### src/hw/port_ctl_pkg.sv
package port_ctl_pkg;
  localparam int          ADDR_W         = 12;
  localparam int          DATA_W         = 16;
  localparam logic [11:0] LEFT_BOX_ADDR  = 12'hFFE;
  localparam logic [11:0] RIGHT_BOX_ADDR = 12'hFFF;
  localparam int          TOKEN_COUNT    = 8;
  localparam int          CLK_PERIOD_NS  = 10;
  // Address and select settle time before the write pulse
  localparam int          SETUP_NS       = 40;
  localparam logic [3:0]  SETUP_CYC      = 4'((SETUP_NS + CLK_PERIOD_NS - 1) / CLK_PERIOD_NS);
  // Strobe width and recovery
  localparam int          PULSE_NS       = 40;
  localparam logic [3:0]  PULSE_CYC      = 4'((PULSE_NS + CLK_PERIOD_NS - 1) / CLK_PERIOD_NS);
  localparam logic [3:0]  RECOV_CYC      = 4'h2;
  localparam logic [3:0]  CNT_ZERO       = 4'h0;
  localparam logic [15:0] DATA_ZERO      = 16'h0000;
  localparam logic [11:0] ADDR_ZERO      = 12'h000;

  typedef enum logic [4:0] {
    ST_IDLE  = 5'h01,
    ST_SETUP = 5'h02,
    ST_PULSE = 5'h04,
    ST_RECOV = 5'h08,
    ST_DONE  = 5'h10
  } state_t;
endpackage

### src/hw/port_ctl.sv
// Summary of operation
// (RULE1) Right writes at FFE raise the left mailbox flag.
// (RULE2) Left access at FFE with select and read drive low clears it.
// (RULE3) Left writes at FFF raise the right mailbox flag.
// (RULE4) Right port reads FFF to clear its mailbox flag.
// (RULE5) Mailbox words are ordinary 16-bit memory words.
// (RULE6) Unused mailbox locations may serve as plain memory.
// (RULE7) Same-address collision: one side proceeds, other sees busy.
// (RULE8) Busy side's writes are gated off inside the device.
// (RULE9) Slave mode: busy pins are write-inhibit inputs only.
// (RULE10) Slave busy input held high allows writes, low blocks them.
// (RULE11) Master busy outputs are push-pull, no pull-up needed.
// (RULE12) Width expansion: one master decides busy, slaves obey it.
// (RULE13) Only one master when expanding in width.
// (RULE14) Master arbitrates on address and select only.
// (RULE15) Hold address and select until busy settles before writing.
// (RULE16) Eight semaphore flags beside the memory array.
// (RULE17) Ports are served independently.
// (RULE18) Port in standby when memory and token selects are high.
// (RULE19) Semaphores gate no resource in hardware.
// (RULE20) Semaphore accesses insert no wait states.
// (RULE21) Write zero requests a token, write one releases it.
// (RULE22) Token write uses data bit zero, address bits 2..0.
// (RULE23) Token read spreads flag on all bits, latched during read.
// (RULE24) Pending request from other side gets token on release.
// (RULE25) Master never drives both busy outputs low together.
`timescale 1ns/10ps
module port_ctl (
  input  wire logic        mclk,           // System clock
  input  wire logic        srst,           // Synchronous reset, active high
  input  wire logic        req_valid,      // Start an access, one-cycle pulse
  input  wire logic        req_write,      // 1 write, 0 read
  input  wire logic        req_token,      // 1 semaphore space, 0 memory
  input  wire logic [11:0] req_addr,       // Word address
  input  wire logic [15:0] req_wdata,      // Write data
  output logic             req_ready,      // Idle, may take a request
  output logic             rsp_valid,      // Access finished, one-cycle pulse
  output logic [15:0]      rsp_rdata,      // Read data
  output logic             rsp_busy,       // Busy was seen during the access
  output logic             mbox_irq,       // Own mailbox flag is raised
  output logic             port_sel_n,     // Memory port select
  output logic             token_latch_select_n, // Semaphore select
  output logic             wr_n,           // Write strobe
  output logic             oe_n,           // Read drive enable
  output logic [11:0]      addr,           // Address pins
  output logic [15:0]      dq_o,           // Data out
  output logic             dq_oe,          // Data output enable, high drives
  input  wire logic [15:0] dq_i,           // Data in from pins
  input  wire logic        busy_n,         // Busy pin from master device
  input  wire logic        mailbox_flag_n  // Own mailbox flag pin
);
  port_ctl_pkg::state_t state_q, state_d;
  logic [3:0]  cnt_q, cnt_d;
  logic        wr_q, wr_d, tok_q, tok_d, psel_n_q, psel_n_d, tsel_n_q, tsel_n_d;
  logic        wr_n_q, wr_n_d, oe_n_q, oe_n_d, dq_oe_q, dq_oe_d;
  logic        rsp_valid_q, rsp_valid_d, rsp_busy_q, rsp_busy_d;
  logic [11:0] addr_q, addr_d;
  logic [15:0] wdata_q, wdata_d, rdata_q, rdata_d;
  // Three-stage pin pipes, oldest sample in bit 2
  logic [2:0]  busy_s, irq_s;
  logic        busy_n_f_q, busy_n_f_d, irq_q, irq_d;
  logic        req_ready_q, req_ready_d;

  // Pin inputs: three stages, change accepted when last two agree
  // Busy comes from the one master of the array; slaves never drive it
  // Reset to the idle high level so no false flag follows reset
  always_ff @(posedge mclk) begin
    if (srst) begin
      busy_s <= 3'h7;
      irq_s  <= 3'h7;
    end else begin
      busy_s <= {busy_s[1:0], busy_n}; // RULE12 RULE13
      irq_s  <= {irq_s[1:0], mailbox_flag_n};
    end
  end

  // Hysteresis: a one-cycle glitch on a pin never reaches the state
  always_comb begin
    busy_n_f_d = (busy_s[2] == busy_s[1]) ? busy_s[2] : busy_n_f_q;
    irq_d      = (irq_s[2] == irq_s[1]) ? ~irq_s[2] : irq_q;
  end

  always_comb begin
    state_d     = state_q;
    cnt_d       = cnt_q;
    wr_d        = wr_q;
    tok_d       = tok_q;
    addr_d      = addr_q;
    wdata_d     = wdata_q;
    rdata_d     = rdata_q;
    psel_n_d    = psel_n_q;
    tsel_n_d    = tsel_n_q;
    wr_n_d      = wr_n_q;
    oe_n_d      = oe_n_q;
    dq_oe_d     = dq_oe_q;
    rsp_valid_d = 1'h0;
    rsp_busy_d  = rsp_busy_q;
    case (state_q)
      port_ctl_pkg::ST_IDLE: begin
        if (req_valid) begin
          wr_d       = req_write;
          tok_d      = req_token;
          // Token space ignores upper address bits; keep them zero
          // Mailbox words get no special casing, so they work as plain memory
          addr_d     = req_token ? {9'h000, req_addr[2:0]} : req_addr; // RULE6 RULE22
          // Token write carries only bit zero
          wdata_d    = req_token ? {15'h0000, req_wdata[0]} : req_wdata; // RULE21 RULE22
          psel_n_d   = req_token;
          tsel_n_d   = ~req_token;
          rsp_busy_d = 1'h0;
          cnt_d      = port_ctl_pkg::SETUP_CYC;
          state_d    = port_ctl_pkg::ST_SETUP;
        end
      end
      port_ctl_pkg::ST_SETUP: begin
        // Address and select stand until busy has settled
        if (cnt_q != port_ctl_pkg::CNT_ZERO) begin
          cnt_d = cnt_q - 4'h1; // RULE15
        end else if (!tok_q && !busy_n_f_q) begin
          // Hold off the strobe: a write the device inhibits would be lost
          rsp_busy_d = 1'h1; // RULE7 RULE8 RULE10
        end else begin
          // Semaphore path never waits on busy
          wr_n_d  = ~wr_q; // RULE20
          // A plain read of the own mailbox word is what clears its flag
          oe_n_d  = wr_q; // RULE4
          dq_oe_d = wr_q;
          cnt_d   = port_ctl_pkg::PULSE_CYC;
          state_d = port_ctl_pkg::ST_PULSE;
        end
      end
      port_ctl_pkg::ST_PULSE: begin
        if (cnt_q != port_ctl_pkg::CNT_ZERO) begin
          cnt_d = cnt_q - 4'h1;
        end else begin
          // Token read latched while select and read enable stay low
          rdata_d = dq_i; // RULE23
          wr_n_d  = 1'h1;
          oe_n_d  = 1'h1;
          cnt_d   = port_ctl_pkg::RECOV_CYC;
          state_d = port_ctl_pkg::ST_RECOV;
        end
      end
      port_ctl_pkg::ST_RECOV: begin
        // Data drive drops first so the bus turns round before release
        dq_oe_d = 1'h0;
        if (cnt_q != port_ctl_pkg::CNT_ZERO) begin
          cnt_d = cnt_q - 4'h1;
        end else begin
          // Releasing both selects also ends the token read latch
          psel_n_d = 1'h1; // RULE18 RULE23
          tsel_n_d = 1'h1;
          state_d  = port_ctl_pkg::ST_DONE;
        end
      end
      port_ctl_pkg::ST_DONE: begin
        // Response one cycle after both selects are high again
        rsp_valid_d = 1'h1;
        state_d     = port_ctl_pkg::ST_IDLE;
      end
      default: begin
        state_d = port_ctl_pkg::ST_IDLE;
      end
    endcase
    // Registered so the ready output comes straight from a flip-flop
    req_ready_d = (state_d == port_ctl_pkg::ST_IDLE);
  end

  always_ff @(posedge mclk) begin
    if (srst) begin
      state_q     <= port_ctl_pkg::ST_IDLE;
      cnt_q       <= port_ctl_pkg::CNT_ZERO;
      wr_q        <= 1'h0;
      tok_q       <= 1'h0;
      addr_q      <= port_ctl_pkg::ADDR_ZERO;
      wdata_q     <= port_ctl_pkg::DATA_ZERO;
      rdata_q     <= port_ctl_pkg::DATA_ZERO;
      psel_n_q    <= 1'h1;
      tsel_n_q    <= 1'h1;
      wr_n_q      <= 1'h1;
      oe_n_q      <= 1'h1;
      dq_oe_q     <= 1'h0;
      rsp_valid_q <= 1'h0;
      rsp_busy_q  <= 1'h0;
      busy_n_f_q  <= 1'h1;
      irq_q       <= 1'h0;
      req_ready_q <= 1'h1;
    end else begin
      state_q     <= state_d;
      cnt_q       <= cnt_d;
      wr_q        <= wr_d;
      tok_q       <= tok_d;
      addr_q      <= addr_d;
      wdata_q     <= wdata_d;
      rdata_q     <= rdata_d;
      psel_n_q    <= psel_n_d;
      tsel_n_q    <= tsel_n_d;
      wr_n_q      <= wr_n_d;
      oe_n_q      <= oe_n_d;
      dq_oe_q     <= dq_oe_d;
      rsp_valid_q <= rsp_valid_d;
      rsp_busy_q  <= rsp_busy_d;
      busy_n_f_q  <= busy_n_f_d;
      irq_q       <= irq_d; // RULE1 RULE3
      req_ready_q <= req_ready_d;
    end
  end

  // All pins come from registers; no combinational path reaches them
  assign req_ready            = req_ready_q;
  assign rsp_valid            = rsp_valid_q;
  assign rsp_rdata            = rdata_q;
  assign rsp_busy             = rsp_busy_q;
  assign mbox_irq             = irq_q;
  assign port_sel_n           = psel_n_q;
  assign token_latch_select_n = tsel_n_q;
  assign wr_n                 = wr_n_q;
  assign oe_n                 = oe_n_q;
  assign addr                 = addr_q;
  assign dq_o                 = wdata_q;
  assign dq_oe                = dq_oe_q;
endmodule

### config.mk
export PLATFORM = sky130hd
export DESIGN_NAME = port_ctl
export DESIGN_NICKNAME = d
export VERILOG_FILES = /design/src/hw/port_ctl_pkg.sv /design/src/hw/port_ctl.sv
export SDC_FILE = /design/constraint.sdc
export NUM_CORES = 1
export LEC_CHECK = 0
export BUFFER_PORTS_ARGS = -buffer_cell sky130_fd_sc_hd__buf_2
export CORE_ASPECT_RATIO = 1.75
export CORE_MARGIN = 2
export CORE_UTILIZATION = 45
export CTS_BUF_LIST = sky130_fd_sc_hd__clkbuf_2
export CTS_CLUSTER_DIAMETER = 120
export CTS_CLUSTER_SIZE = 20
export DETAILED_ROUTE_END_ITERATION = 7
export GPL_TIMING_DRIVEN = 0
export HOLD_SLACK_MARGIN = 0.15
export MAX_ROUTING_LAYER = met4
export PLACE_DENSITY = 0.83
export SLEW_MARGIN = 25
export SYNTH_ARGS = -nofsm -noshare
export SYNTH_HDL_FRONTEND = slang
export SYNTH_SLANG_ARGS = --single-unit
### constraint.sdc
create_clock -name mclk -period 2.1 [get_ports mclk]
set_input_delay 0.21 -clock mclk [delete_from_list [all_inputs] [get_ports mclk]]
set_output_delay 0.21 -clock mclk [all_outputs]
set_load 0.02 [all_outputs]
==> metrics.txt <==
ant diodes 0; critical path cell sequence inv_2 -> ha_4 -> or3b_4 -> buf_6 -> or3_1 -> buf_6 -> buf_6 -> nand2_1 -> a21oi_1; Achievable Freq 504 MHz; Setup-failing EPs final 0; fraction of layout cells with a size suffix above 1 0.296; die area 7060 sq um; syn_area_per_cell 8.52 sq um; DRT Pass-1 Iters 5; CP arrival 2.40 ns; port bufs 103; Worst slew margin 0.629; Leak 1.73 nW; Cell Pwr Density 657 nW/um^2; WL/cell 14.8 microns; P&R area growth vs syn 43.5%; Post-Syn Nets 389; path depth of the worst reg2reg path 9; via count 3003; Initial DRC Count 153; drt via density 5.12; Clk Tree Root Cell clkbuf_2; count of non-filler cells in the finished layout 587; gr ovfl total 0; Distinct cells, synth 43; Netlist Area Pre-Place 2870 sq um; pin count of the biggest net entering global routing 12; pins over their slew limit 0; CTS tree built; die height 110 microns; maxcap violations 0; Worst path slowest cell or3b_4; FP Rows 38; Yosys warnings 0; worst hold stages 3; clk_skew 0.0238 ns; CTS sink count 71; min-delay worst type in -> reg; RSZ-0062 raised after global routing false; sequential-to-total area share from yosys stat 0.495; initial core utilization 0.464; first-pass GRT wire length 13.7 mm; GR Util All Layers 0.261; Setup TNS 0 ns; total wire length 8.71 mm; H-tree lvl count 3; status finished, final reports clean; Final HPWL DP 5.33 mm; commonest cells after routing, fill and taps aside 107 x buf_2, 74 x nand2_1, 69 x dfxtp_1; Setup Crit Path Kind reg -> reg; peak supply drop 613 uV; Tcrit/Tclk final 0.945; vias in the first global route 2982; final net count 554; Clock Latency Late Sink 0.53 ns; crit path max fanout 10; CP Capture Type flop; Critical Path Start Type flop; worst-margin pin slew 0.556 ns; post-route ant nets 0; most common cell after layout, fill and taps aside buf_2; #FFs+latches synth 71; Residual DRC 0; Hold Fails Final Rpt 0; CP dominant cell by count buf_6; routability cong. 0.860; placed insts 520; Syn Inst Count 337; Fillers 506; initial antenna violation count 0; delay of the slowest cell on the worst path 0.40 ns; Top Ports 104; fin crit period 1.98 ns; core footprint 6180 sq um; total CTS buffers 9; Die W 64.4 microns; CTS clk-pin slew, worst paths 0.18 ns; CP required 2.52 ns; clock buffer depth 2
-- synth_stat cells, drive strengths merged --
| cell type | number | share of area |
|---|---|---|
| nand2 | 74 | 0.097 |
| nand4bb | 1 | 0.0039 |
| nand3b | 26 | 0.068 |
| a31oi | 1 | 0.0022 |
| mux2i | 1 | 0.0035 |
| a21o | 1 | 0.0026 |
| nor4b | 1 | 0.0031 |
| a21oi | 59 | 0.10 |
| buf | 10 | 0.029 |
| nor3b | 5 | 0.013 |
| nand2b | 3 | 0.0065 |
| o311ai | 1 | 0.0057 |
| clkbuf | 14 | 0.018 |
| or3 | 2 | 0.0044 |
| and3 | 2 | 0.0048 |
| o22ai | 3 | 0.0065 |
| o21bai | 3 | 0.0078 |
| or2 | 9 | 0.020 |
| o21ai | 8 | 0.014 |
| nor4 | 2 | 0.0044 |
| nor2 | 13 | 0.020 |
| xnor2 | 1 | 0.0031 |
| or3b | 2 | 0.0078 |
| a22oi | 1 | 0.0026 |
| nor2b | 2 | 0.0044 |
| inv | 5 | 0.0065 |
| mux2 | 1 | 0.0039 |
| o221ai | 1 | 0.0031 |
| a211o | 1 | 0.0031 |
| dfxtp | 71 | 0.50 |
| nand3 | 5 | 0.0087 |
| a21boi | 1 | 0.0039 |
| a31o | 1 | 0.0031 |
| or4b | 1 | 0.0035 |
| o31a | 1 | 0.0035 |
| nor3 | 2 | 0.0035 |
| and2 | 1 | 0.0022 |
| ha | 1 | 0.0044 |
-- area by class of cell --
| type | count | area (sq um) | area share |
|---|---|---|---|
| Clock buffer | 11 | 55.1 | 0.0134 |
| Multi-Input combinational cell | 237 | 1310 | 0.318 |
| Tap cell | 80 | 100 | 0.0243 |
| Clock inverter | 5 | 48.8 | 0.0119 |
| Sequential cell | 71 | 1420 | 0.346 |
| Inverter | 5 | 18.8 | 0.00456 |
| Buffer | 24 | 136 | 0.0331 |
| Timing Repair Buffer | 154 | 1020 | 0.249 |
-- cells by family (layout without fill, tap and decap cells) --
kind of cell | count (synthesis) | count (layout) | synth area share
and+or+nand+nor | 151 | 151 | 0.275
AOI/OAI and AO/OA | 82 | 82 | 0.161
DFF | 71 | 71 | 0.495
buffers and inverters | 29 | 199 | 0.0541
muxes | 2 | 2 | 0.00741
adders and majority gates | 1 | 1 | 0.00436
xor gates and xnor gates | 1 | 1 | 0.00305
-- final timing paths --
| path | startpoint | endpoint | slack (ns) |
|---|---|---|---|
| setup / recovery | cnt_q[0] | rsp_rdata[6] | 0.12 |
| hold / removal | mailbox_flag_n | irq_s[0] | 0.41 |
| setup reg to reg | cnt_q[0] | rsp_rdata[6] | 0.12 |
| hold reg to reg | busy_s[0] | busy_s[1] | 0.44 |
-- state kept, by name, indices dropped and copies added (netlist names), 3 cells and up --
| signal | count |
|---|---|
| cnt_q | 4 |
| irq_s | 3 |
| dq_o | 16 |
| rsp_rdata | 16 |
| busy_s | 3 |
| addr | 12 |
| state_q | 5 |
-- layer usage --
metal  vias to the layer above  track usage  share of wire
li1                       1471            -              -
met1                      1392        0.265           0.36
met2                       117        0.469           0.56
met3                        23       0.0594          0.052
met4                         0        0.125          0.026
met5                         -            -              0
-- worst max-delay path, delay by kind of cell (launching register included) --
family / cells / cell delay (ns)
adder cells (fa/ha/maj): 1 / 0.14
AND/OR/NAND/NOR: 3 / 0.80
AO/OA/AOI/OAI: 1 / 0.07
flip-flops: 1 / 0.37
buffers and inverters: 4 / 0.52
-- metrics by stage --
| stage | setup slack [ns] | util | power, mW | cell area, sq um | hold slack, ns |
|---|---|---|---|---|---|
| floorplan | 0.208 | - | 1.75 | 2870 | 0.313 |
| CTS | 0.0455 | 0.662 | 2.70 | 4090 | 0.348 |
| finish | 0.116 | 0.666 | 2.71 | 4120 | 0.415 |
| global route | 0.0320 | 0.666 | 2.81 | 4120 | 0.409 |
| detailed placement | 0.0641 | 0.564 | 1.90 | 3490 | 0.393 |
| global placement | 0.0949 | 0.564 | 1.89 | 3490 | 0.394 |
-- repair_timing --
item                                    in CTS  in global routing
gates resized for setup                      0                  7
setup buffers                                0                  1
hold buffers                                50                  0
endpoints found under the hold margin       54                  0
endpoints found under the setup margin       0                 13
-- where the power goes --
group	internal [mW]	leakage [nW]	switching [mW]
registers	1.40	0.578	0.0328
logic	0.237	1.09	0.296
clock network	0.273	0.0647	0.464
total	1.91	1.73	0.793
(Power assumes the default switching activity.)
